<file path="config.mk">
export PLATFORM = sky130hd
export DESIGN_NAME = hco_overlay
export DESIGN_NICKNAME = d
export VERILOG_FILES = /design/src/rtl/hco_pkg.sv /design/src/rtl/hco_overlay.sv
export SDC_FILE = /design/constraint.sdc
export NUM_CORES = 1
export LEC_CHECK = 0
export BUFFER_PORTS_ARGS = -buffer_cell sky130_fd_sc_hd__buf_2
export CAP_MARGIN = 30
export CORE_ASPECT_RATIO = 1.5
export CORE_MARGIN = 4
export CORE_UTILIZATION = 44
export DETAILED_ROUTE_END_ITERATION = 12
export GPL_TIMING_DRIVEN = 1
export HOLD_SLACK_MARGIN = 0.05
export PLACE_DENSITY = 0.67
export SLEW_MARGIN = 20
export SYNTH_ARGS = -nofsm -noshare
export SYNTH_HDL_FRONTEND = slang
export SYNTH_SLANG_ARGS = --single-unit
</file>
<file path="constraint.sdc">
create_clock -name ref_clk -period 13.7 [get_ports ref_clk]
set_clock_uncertainty 0.05 [all_clocks]
set_input_delay 2.74 -clock ref_clk [delete_from_list [all_inputs] [get_ports ref_clk]]
set_output_delay 2.74 -clock ref_clk [all_outputs]
set_load 0.01 [all_outputs]
</file>
<file path="src/rtl/hco_pkg.sv">
// Package for the hardware cursor overlay: register map, fields, reset values, types
package hco_pkg;
    // ********************************************************
    // Register byte addresses on APB
    // ********************************************************
    localparam logic [7:0] ADDR_LOCK      = 8'h00;
    localparam logic [7:0] ADDR_MODE      = 8'h04;
    localparam logic [7:0] ADDR_X_HIGH    = 8'h08;
    localparam logic [7:0] ADDR_X_LOW     = 8'h0c;
    localparam logic [7:0] ADDR_Y_HIGH    = 8'h10;
    localparam logic [7:0] ADDR_Y_LOW     = 8'h14;
    localparam logic [7:0] ADDR_FG_STACK  = 8'h18;
    localparam logic [7:0] ADDR_BG_STACK  = 8'h1c;
    localparam logic [7:0] ADDR_SEG_HIGH  = 8'h20;
    localparam logic [7:0] ADDR_SEG_LOW   = 8'h24;
    localparam logic [7:0] ADDR_X_OFFSET  = 8'h28;
    localparam logic [7:0] ADDR_Y_OFFSET  = 8'h2c;
    localparam logic [7:0] ADDR_DAC_CTRL  = 8'h30;
    localparam logic [7:0] ADDR_ADV_FUNC  = 8'h34;

    // ********************************************************
    // Field layout and constants
    // ********************************************************
    localparam logic [7:0] UNLOCK_KEY     = 8'ha0;
    localparam logic [7:0] REG_RESET      = 8'h00;
    localparam int         ENABLE_BIT     = 0;
    localparam int         CONVENTION_BIT = 4;
    localparam int         ENHANCED_BIT   = 0;
    localparam logic [1:0] STACK_LAST     = 2'h2;
    localparam logic [1:0] STACK_FIRST    = 2'h0;
    localparam int         POS_W          = 11;
    localparam int         OFF_W          = 6;
    localparam int         SEG_W          = 12;
    localparam int         MEM_AW         = 22;
    localparam logic [11:0] CURSOR_SIZE   = 12'h040;
    localparam logic [10:0] SCREEN_H      = 11'h300;
    localparam logic [MEM_AW-1:0] XOR_MASK_OFS = 22'h000200;
    localparam int         SEG_SHIFT      = 10;
    localparam int         ROW_SHIFT      = 3;

    // ********************************************************
    // Types
    // ********************************************************
    typedef struct packed {
        logic        active;
        logic [23:0] rgb;
    } hco_pix_t;

    typedef struct packed {
        logic [POS_W-1:0] x;
        logic [POS_W-1:0] y;
        logic [OFF_W-1:0] xoff;
        logic [OFF_W-1:0] yoff;
    } hco_pos_t;

    typedef enum logic [1:0] {
        FT_IDLE,
        FT_AND,
        FT_XOR
    } hco_fetch_t;
endpackage

</file>
<file path="src/rtl/hco_overlay.sv">
// Hardware cursor overlay: APB registers, per-line mask fetch and pixel combiner
//
// Design decisions made here: register access over APB and the placing of the registers.
`timescale 1ns/10ps
`default_nettype none
module hco_overlay (
    // Clock and reset
    input  wire logic                           ref_clk,
    input  wire logic                           reset_n,
    // APB slave
    input  wire logic                           psel,
    input  wire logic                           penable,
    input  wire logic                           pwrite,
    input  wire logic [7:0]                     paddr,
    input  wire logic [31:0]                    pwdata,
    output var  logic [31:0]                    prdata,
    output var  logic                           pready,
    output var  logic                           pslverr,
    // Display timing, same clock domain
    input  wire logic                           frame_start,
    input  wire logic                           line_fetch,
    input  wire logic [hco_pkg::POS_W-1:0]      line_y,
    input  wire logic [hco_pkg::POS_W-1:0]      pix_x,
    input  wire hco_pkg::hco_pix_t              pix_in,
    // Overlaid pixel stream
    output var  hco_pkg::hco_pix_t              pix_out,
    // Display memory read port
    output var  logic                           mem_req,
    output var  logic [hco_pkg::MEM_AW-1:0]     mem_addr,
    input  wire logic                           mem_ack,
    input  wire logic [63:0]                    mem_rdata
);
    // ********************************************************
    // Reset release
    // ********************************************************
    logic rst_meta_q;
    logic rst_n_q;

    always_ff @(posedge ref_clk or negedge reset_n) begin
        if (!reset_n) begin
            rst_meta_q <= 1'b0;
            rst_n_q    <= 1'b0;
        end else begin
            rst_meta_q <= 1'b1;
            rst_n_q    <= rst_meta_q;
        end
    end

    // ********************************************************
    // Address decode
    // ********************************************************
    function automatic logic is_mapped(input logic [7:0] a);
        is_mapped = (a <= hco_pkg::ADDR_ADV_FUNC) && (a[1:0] == 2'h0);
    endfunction

    function automatic logic is_locked_reg(input logic [7:0] a);
        // Lock, convention and enhanced-mode registers stay writable when locked
        is_locked_reg = (a != hco_pkg::ADDR_LOCK) && (a != hco_pkg::ADDR_DAC_CTRL) &&
                        (a != hco_pkg::ADDR_ADV_FUNC);
    endfunction

    // ********************************************************
    // Register file and APB answer
    // ********************************************************
    logic [7:0]  lock_q, lock_d;
    logic [7:0]  mode_q, mode_d;
    logic [7:0]  xh_q, xh_d;
    logic [7:0]  xl_q, xl_d;
    logic [7:0]  yh_q, yh_d;
    logic [7:0]  yl_q, yl_d;
    logic [7:0]  segh_q, segh_d;
    logic [7:0]  segl_q, segl_d;
    logic [7:0]  xoff_q, xoff_d;
    logic [7:0]  yoff_q, yoff_d;
    logic [7:0]  dac_q, dac_d;
    logic [7:0]  adv_q, adv_d;
    logic [7:0]  fg_q [3];
    logic [7:0]  fg_d [3];
    logic [7:0]  bg_q [3];
    logic [7:0]  bg_d [3];
    logic [1:0]  fg_ptr_q, fg_ptr_d;
    logic [1:0]  bg_ptr_q, bg_ptr_d;
    logic [31:0] prdata_q, prdata_d;
    logic        pready_q, pready_d;
    logic        pslverr_q, pslverr_d;
    logic        access;
    logic        unlocked;
    logic [7:0]  rbyte;
    logic [7:0]  wbyte;

    always_comb begin
        lock_d    = lock_q;
        mode_d    = mode_q;
        xh_d      = xh_q;
        xl_d      = xl_q;
        yh_d      = yh_q;
        yl_d      = yl_q;
        segh_d    = segh_q;
        segl_d    = segl_q;
        xoff_d    = xoff_q;
        yoff_d    = yoff_q;
        dac_d     = dac_q;
        adv_d     = adv_q;
        fg_d      = fg_q;
        bg_d      = bg_q;
        fg_ptr_d  = fg_ptr_q;
        bg_ptr_d  = bg_ptr_q;
        wbyte     = pwdata[7:0];
        unlocked  = (lock_q == hco_pkg::UNLOCK_KEY);
        access    = psel && penable && pready_q;
        // Answer is prepared in setup so prdata comes straight from a flop
        pready_d  = psel && !penable;
        pslverr_d = psel && !penable && !is_mapped(paddr);
        // Stack reads leave the pointer alone
        unique case (paddr)
            hco_pkg::ADDR_LOCK:     rbyte = lock_q;
            hco_pkg::ADDR_MODE:     rbyte = mode_q;
            hco_pkg::ADDR_X_HIGH:   rbyte = xh_q;
            hco_pkg::ADDR_X_LOW:    rbyte = xl_q;
            hco_pkg::ADDR_Y_HIGH:   rbyte = yh_q;
            hco_pkg::ADDR_Y_LOW:    rbyte = yl_q;
            hco_pkg::ADDR_FG_STACK: rbyte = fg_q[fg_ptr_q];
            hco_pkg::ADDR_BG_STACK: rbyte = bg_q[bg_ptr_q];
            hco_pkg::ADDR_SEG_HIGH: rbyte = segh_q;
            hco_pkg::ADDR_SEG_LOW:  rbyte = segl_q;
            hco_pkg::ADDR_X_OFFSET: rbyte = xoff_q;
            hco_pkg::ADDR_Y_OFFSET: rbyte = yoff_q;
            hco_pkg::ADDR_DAC_CTRL: rbyte = dac_q;
            hco_pkg::ADDR_ADV_FUNC: rbyte = adv_q;
            default:                rbyte = hco_pkg::REG_RESET;
        endcase
        prdata_d = (psel && !penable) ? {24'h000000, rbyte} : prdata_q;
        if (access && !pwrite && (paddr == hco_pkg::ADDR_MODE)) begin
            fg_ptr_d = hco_pkg::STACK_FIRST;
            bg_ptr_d = hco_pkg::STACK_FIRST;
        end
        if (access && pwrite && is_mapped(paddr) && (unlocked || !is_locked_reg(paddr))) begin
            unique case (paddr)
                hco_pkg::ADDR_LOCK:     lock_d = wbyte;
                hco_pkg::ADDR_MODE:     mode_d = wbyte;
                hco_pkg::ADDR_X_HIGH:   xh_d   = {5'h00, wbyte[2:0]};
                hco_pkg::ADDR_X_LOW:    xl_d   = wbyte;
                hco_pkg::ADDR_Y_HIGH:   yh_d   = {5'h00, wbyte[2:0]};
                hco_pkg::ADDR_Y_LOW:    yl_d   = wbyte;
                hco_pkg::ADDR_FG_STACK: begin
                    fg_d[fg_ptr_q] = wbyte;
                    fg_ptr_d = (fg_ptr_q == hco_pkg::STACK_LAST) ? hco_pkg::STACK_FIRST :
                               fg_ptr_q + 2'h1;
                end
                hco_pkg::ADDR_BG_STACK: begin
                    bg_d[bg_ptr_q] = wbyte;
                    bg_ptr_d = (bg_ptr_q == hco_pkg::STACK_LAST) ? hco_pkg::STACK_FIRST :
                               bg_ptr_q + 2'h1;
                end
                hco_pkg::ADDR_SEG_HIGH: segh_d = {4'h0, wbyte[3:0]};
                hco_pkg::ADDR_SEG_LOW:  segl_d = wbyte;
                hco_pkg::ADDR_X_OFFSET: xoff_d = {2'h0, wbyte[5:0]};
                hco_pkg::ADDR_Y_OFFSET: yoff_d = {2'h0, wbyte[5:0]};
                hco_pkg::ADDR_DAC_CTRL: dac_d  = wbyte;
                hco_pkg::ADDR_ADV_FUNC: adv_d  = wbyte;
                default:                lock_d = lock_q;
            endcase
        end
    end

    always_ff @(posedge ref_clk or negedge rst_n_q) begin
        if (!rst_n_q) begin
            lock_q    <= hco_pkg::REG_RESET;
            mode_q    <= hco_pkg::REG_RESET;
            xh_q      <= hco_pkg::REG_RESET;
            xl_q      <= hco_pkg::REG_RESET;
            yh_q      <= hco_pkg::REG_RESET;
            yl_q      <= hco_pkg::REG_RESET;
            segh_q    <= hco_pkg::REG_RESET;
            segl_q    <= hco_pkg::REG_RESET;
            xoff_q    <= hco_pkg::REG_RESET;
            yoff_q    <= hco_pkg::REG_RESET;
            dac_q     <= hco_pkg::REG_RESET;
            adv_q     <= hco_pkg::REG_RESET;
            fg_q      <= '{default: hco_pkg::REG_RESET};
            bg_q      <= '{default: hco_pkg::REG_RESET};
            fg_ptr_q  <= hco_pkg::STACK_FIRST;
            bg_ptr_q  <= hco_pkg::STACK_FIRST;
            prdata_q  <= 32'h00000000;
            pready_q  <= 1'b0;
            pslverr_q <= 1'b0;
        end else begin
            lock_q    <= lock_d;
            mode_q    <= mode_d;
            xh_q      <= xh_d;
            xl_q      <= xl_d;
            yh_q      <= yh_d;
            yl_q      <= yl_d;
            segh_q    <= segh_d;
            segl_q    <= segl_d;
            xoff_q    <= xoff_d;
            yoff_q    <= yoff_d;
            dac_q     <= dac_d;
            adv_q     <= adv_d;
            fg_q      <= fg_d;
            bg_q      <= bg_d;
            fg_ptr_q  <= fg_ptr_d;
            bg_ptr_q  <= bg_ptr_d;
            prdata_q  <= prdata_d;
            pready_q  <= pready_d;
            pslverr_q <= pslverr_d;
        end
    end

    assign prdata  = prdata_q;
    assign pready  = pready_q;
    assign pslverr = pslverr_q;

    // ********************************************************
    // Frame latch and per-line mask fetch
    // ********************************************************
    hco_pkg::hco_pos_t         pos_q, pos_d;
    hco_pkg::hco_fetch_t       ft_q, ft_d;
    logic                      req_q, req_d;
    logic [hco_pkg::MEM_AW-1:0] addr_q, addr_d;
    logic [63:0]               and_row_q, and_row_d;
    logic [63:0]               xor_row_q, xor_row_d;
    logic                      row_ok_q, row_ok_d;
    logic [11:0]               row;
    logic                      row_hit;
    logic [hco_pkg::MEM_AW-1:0] base;

    always_comb begin
        pos_d     = pos_q;
        ft_d      = ft_q;
        req_d     = req_q;
        addr_d    = addr_q;
        and_row_d = and_row_q;
        xor_row_d = xor_row_q;
        row_ok_d  = row_ok_q;
        if (frame_start) begin
            // Latched only here so a mid-frame write cannot tear the cursor
            pos_d.x    = {xh_q[2:0], xl_q};
            pos_d.y    = {yh_q[2:0], yl_q};
            pos_d.xoff = xoff_q[5:0];
            pos_d.yoff = yoff_q[5:0];
        end
        row     = {1'b0, line_y - pos_q.y} + {6'h00, pos_q.yoff};
        row_hit = (line_y >= pos_q.y) && (row < hco_pkg::CURSOR_SIZE) &&
                  (pos_q.y < hco_pkg::SCREEN_H);
        base    = {segh_q[3:0], segl_q, 10'h000};
        unique case (ft_q)
            hco_pkg::FT_IDLE: begin
                if (line_fetch) begin
                    // Cursor stays off until both rows are in
                    row_ok_d = 1'b0;
                    if (row_hit) begin
                        ft_d   = hco_pkg::FT_AND;
                        req_d  = 1'b1;
                        addr_d = base + {13'h0000, row[5:0], 3'h0};
                    end
                end
            end
            hco_pkg::FT_AND: begin
                if (mem_ack) begin
                    and_row_d = mem_rdata;
                    addr_d    = addr_q + hco_pkg::XOR_MASK_OFS;
                    ft_d      = hco_pkg::FT_XOR;
                end
            end
            hco_pkg::FT_XOR: begin
                if (mem_ack) begin
                    xor_row_d = mem_rdata;
                    req_d     = 1'b0;
                    row_ok_d  = 1'b1;
                    ft_d      = hco_pkg::FT_IDLE;
                end
            end
            default: ft_d = hco_pkg::FT_IDLE;
        endcase
    end

    always_ff @(posedge ref_clk or negedge rst_n_q) begin
        if (!rst_n_q) begin
            pos_q     <= '0;
            ft_q      <= hco_pkg::FT_IDLE;
            req_q     <= 1'b0;
            addr_q    <= '0;
            and_row_q <= 64'h0000000000000000;
            xor_row_q <= 64'h0000000000000000;
            row_ok_q  <= 1'b0;
        end else begin
            pos_q     <= pos_d;
            ft_q      <= ft_d;
            req_q     <= req_d;
            addr_q    <= addr_d;
            and_row_q <= and_row_d;
            xor_row_q <= xor_row_d;
            row_ok_q  <= row_ok_d;
        end
    end

    assign mem_req  = req_q;
    assign mem_addr = addr_q;

    // ********************************************************
    // Pixel combiner
    // ********************************************************
    hco_pkg::hco_pix_t pix_q, pix_d;
    logic [11:0]       col;
    logic              col_hit;
    logic [5:0]        bit_idx;
    logic              and_bit;
    logic              xor_bit;
    logic [23:0]       fg_rgb;
    logic [23:0]       bg_rgb;
    logic              shown;

    always_comb begin
        col     = {1'b0, pix_x - pos_q.x} + {6'h00, pos_q.xoff};
        col_hit = (pix_x >= pos_q.x) && (col < hco_pkg::CURSOR_SIZE);
        // Byte k of the row word is byte k in memory; its MSB is leftmost
        bit_idx = {col[5:3], ~col[2:0]};
        and_bit = and_row_q[bit_idx];
        xor_bit = xor_row_q[bit_idx];
        fg_rgb  = {fg_q[2], fg_q[1], fg_q[0]};
        bg_rgb  = {bg_q[2], bg_q[1], bg_q[0]};
        shown   = mode_q[hco_pkg::ENABLE_BIT] && adv_q[hco_pkg::ENHANCED_BIT] &&
                  row_ok_q && col_hit && pix_in.active;
        pix_d   = pix_in;
        if (shown) begin
            if (!dac_q[hco_pkg::CONVENTION_BIT]) begin
                unique case ({and_bit, xor_bit})
                    2'b00: pix_d.rgb = bg_rgb;
                    2'b01: pix_d.rgb = fg_rgb;
                    2'b10: pix_d.rgb = pix_in.rgb;
                    2'b11: pix_d.rgb = ~pix_in.rgb;
                endcase
            end else if (and_bit) begin
                pix_d.rgb = xor_bit ? fg_rgb : bg_rgb;
            end
        end
    end

    always_ff @(posedge ref_clk or negedge rst_n_q) begin
        if (!rst_n_q) begin
            pix_q <= '0;
        end else begin
            pix_q <= pix_d;
        end
    end

    assign pix_out = pix_q;
endmodule
`default_nettype wire

</file>
==> qor.txt <==
Result of the run: complete, no violations
GRT Residual Overflow: 0
First-pass iteration count of the detailed router: 5
Cell at the root of the clock tree: clkbuf_16
Top cell type by total area after synthesis: dfrtp_1
Number of pins exceeding their max-slew limit in the final report: 0
Horizontal die dimension: 175 µm
Mean routed wirelength per cell: 20.9 µm
IR drop worst, VDD: 0.000142 V
Count of H-tree levels built during CTS: 2
Final layout net count: 1918
Synth area leaders: dfrtp_1 (48%), mux2_2 (17%), mux4_2 (3.9%)
Initial cell density of the core: 0.446
Total of flip-flops plus latches after synthesis: 352
Top_reg_cell synth: dfrtp_1
Number of instances resized during post-cts repair: 0
Core footprint: 41200 µm²
Number of global-route vias before repair: 13.5k
Async S/R FF share, synth: 1.00
RSZ-0062 raised after global routing: no
Highest achievable clock rate: 136 MHz
EDFF count, synth: 0
Setup violations, final: 0
Worst Path Required: 14.06 ns
Vias after detailed routing: 13.0k
Simple-gate share of the synthesized area: 0.0985
Dominant combinational cell family by area after synthesis: multiplexers
Number of cells traversed by the worst hold path: 0
Die ar.: 45200 µm²
Max-slew headroom at the worst pin: 0.353
Post-cts hold buffer count: 0
Power, Total: 2.92 mW
Pin count of the biggest net entering global routing: 77
Netlist cell types: 79
Setup TNS: 0 ns
Vias per Instance: 5.64
Clock buffer count from CTS: 36
Most frequent standard cell in the layout excluding fill and tap cells: dfrtp_1
Total DRC errors in the routed layout: 0
Classification of the worst setup path: input pin to flip-flop
Mapped Cells: 1557
Period utilization: 0.538
Power density of the placed cells: 139 nW/µm²
Detailed-route wire length: 48200 µm
Count of buffers added by post-CTS timing repair for setup: 0
Top library cells by usage in the layout, fill and taps aside: dfrtp_1 (351), mux2_2 (275), buf_2 (190)
Clock slew at reported path FFs: 0.06 ns
Fin. Hold Viols: 0
Worst Reg2Reg Path Length in Cells: 15
Ratio of cells with drive above 1 in the final layout: 0.348
Number of placement rows: 91
Source-to-sink clock delay at the later pin of the worst-skew pair: 0.53 ns
Post-synthesis instance area: 18400 µm²
IO buf count: 189
Portion of the post-synthesis area used by sequential elements: 0.479
Final standard cell area without fillers: 21000 µm²
Data arrival time of the critical path: 7.74 ns
Critical Path Source Type: input pin
Die extent in y: 258 µm
Number of placed I/O pins: 241
Worst hold path class: flip-flop to flip-flop
Antenna violations before repair: 7
Xor-xnor portion of the synthesized cell area: 0.00715
Last weighted congestion value of the routability-driven placer: 0.954
Max Fanout on Critical Path: 26
Area added between synthesis and finish: 14.5%
Ys Warns: 0
Crit path capture type: flip-flop
Area share of the largest cell type after synthesis: 0.479
Syn avg cell area: 11.8 µm²
Share of the synthesized area in compound gates (AO/OA/AOI/OAI): 0.103
Pleak: 9.75 nW
Instance area at placement: 19700 µm²
Total half-perimeter wirelength after legalization and detailed placement: 34800 µm
Worst Hold Margin: 0.312 ns
GRT Total Usage: 0.208
Post-DRT Antenna Nets: 0
Adder-Cell Fraction of Synth Area: 0.0289
Post-synthesis mux area share: 0.241
TritonCTS clock tree: built
Max-cap violations: 0
Number of DRC violations after detailed-routing iteration 0: 874
# clock sinks: 352
Post-layout min period: 7.38 ns
Actual transition at the worst max-transition pin: 0.964 ns
Clock tree buffer depth: 3
Global-route wire length before repair: 75000 µm
==> metal layers <==
| layer | part of all wire | global-route usage | wire [µm] |
|---|---|---|---|
| met5 | 0.00062 | 0 | 30 |
| met4 | 0.036 | 0.0738 | 1730 |
| met3 | 0.056 | 0.0425 | 2680 |
| met2 | 0.52 | 0.378 | 25200 |
| met1 | 0.39 | 0.244 | 18600 |
==> critical path: stages <==
cell	delay, ns
buf_2	0.10
inv_1	0.05
ha_1	0.16
inv_1	0.06
fa_1	0.41
xor2_1	0.18
ha_1	0.34
nor2b_1	0.16
o21a_1	0.18
o21ai_1	0.35
and2_1	0.41
mux2_2	0.40
o211ai_1	0.20
nand2_2	0.52
nand2_1	0.91
o221ai_1	0.28
or2_1	0.27
==> cells in the mapped netlist (6+ instances only) <==
cell type / instances
a21o_1: 11
o221ai_1: 25
ha_1: 36
nand2_1: 119
a221oi_1: 10
mux4_2: 32
a22oi_1: 16
xor2_1: 6
nor4_1: 6
a31oi_1: 8
nor2b_1: 13
mux2_2: 275
a21oi_1: 57
or3_1: 26
xnor2_1: 9
nand3_1: 14
or2_1: 21
buf_4: 29
a221o_1: 7
nor3_1: 17
a2bb2oi_1: 24
nor2_1: 54
inv_1: 46
buf_2: 17
o211ai_1: 10
and3_1: 7
nand2b_1: 31
nand3b_1: 6
o21ai_0: 60
clkbuf_1: 58
dfrtp_1: 352
mux2i_1: 60
==> cells by family after synthesis <==
kind of cell / Yosys count
muxes: 368
other: 2
DFF: 352
adders and majority gates: 40
buffers and inverters: 158
xor gates and xnor gates: 15
AOI/OAI and AO/OA: 270
and+or+nand+nor: 352
==> final cells by class <==
type	instances	area, µm²
clock inverters	14	166
inverters	48	180
repair buffers	208	1170
multi-input cells	1073	8940
diodes	6	15.0
clock buffers	51	1060
well taps	558	698
flip-flops and latches	352	8810
fillers	3674	20200
==> worst paths after layout <==
kind | endpoint | slack [ns] | startpoint
worst max-delay path | pix_out[6] | 6.32 | pix_x[0]
worst min-delay path | rst_n_q | 0.31 | rst_meta_q
worst max register to register | pix_out[6] | 8.33 | pos_q[23]
worst min register to register | rst_n_q | 0.31 | rst_meta_q
max in group asynchronous | xor_row_q[2] | 11.32 | rst_n_q
min in group asynchronous | mem_addr[12] | 0.37 | rst_n_q
==> flip-flops by register name (all words and copies together), names as in the netlist, 19 cells and up <==
signal,flops
fg_q,24
and_row_q,64
bg_q,24
mem_addr,19
pos_q,34
pix_out,25
xor_row_q,64
==> stage by stage <==
step / std cells / utilization / setup WS [ns]
final: 2310 / 0.511 / 6.32
after CTS: 2301 / 0.508 / 5.98
after detailed placement: 2236 / 0.479 / 5.46
after global placement: 2233 / 0.477 / 5.49
after global routing: 2307 / 0.510 / 5.95
after floorplan: 1583 / - / 3.11
==> power by group <==
| part | total [mW] | switching [mW] | internal, mW |
|---|---|---|---|
| Clock | 1.02 | 0.423 | 0.600 |
| Combinational | 0.559 | 0.247 | 0.312 |
| Sequential | 1.34 | 0.107 | 1.23 |
| Total | 2.92 | 0.778 | 2.14 |
No activity file was read; power rests on OpenSTA's default activity.
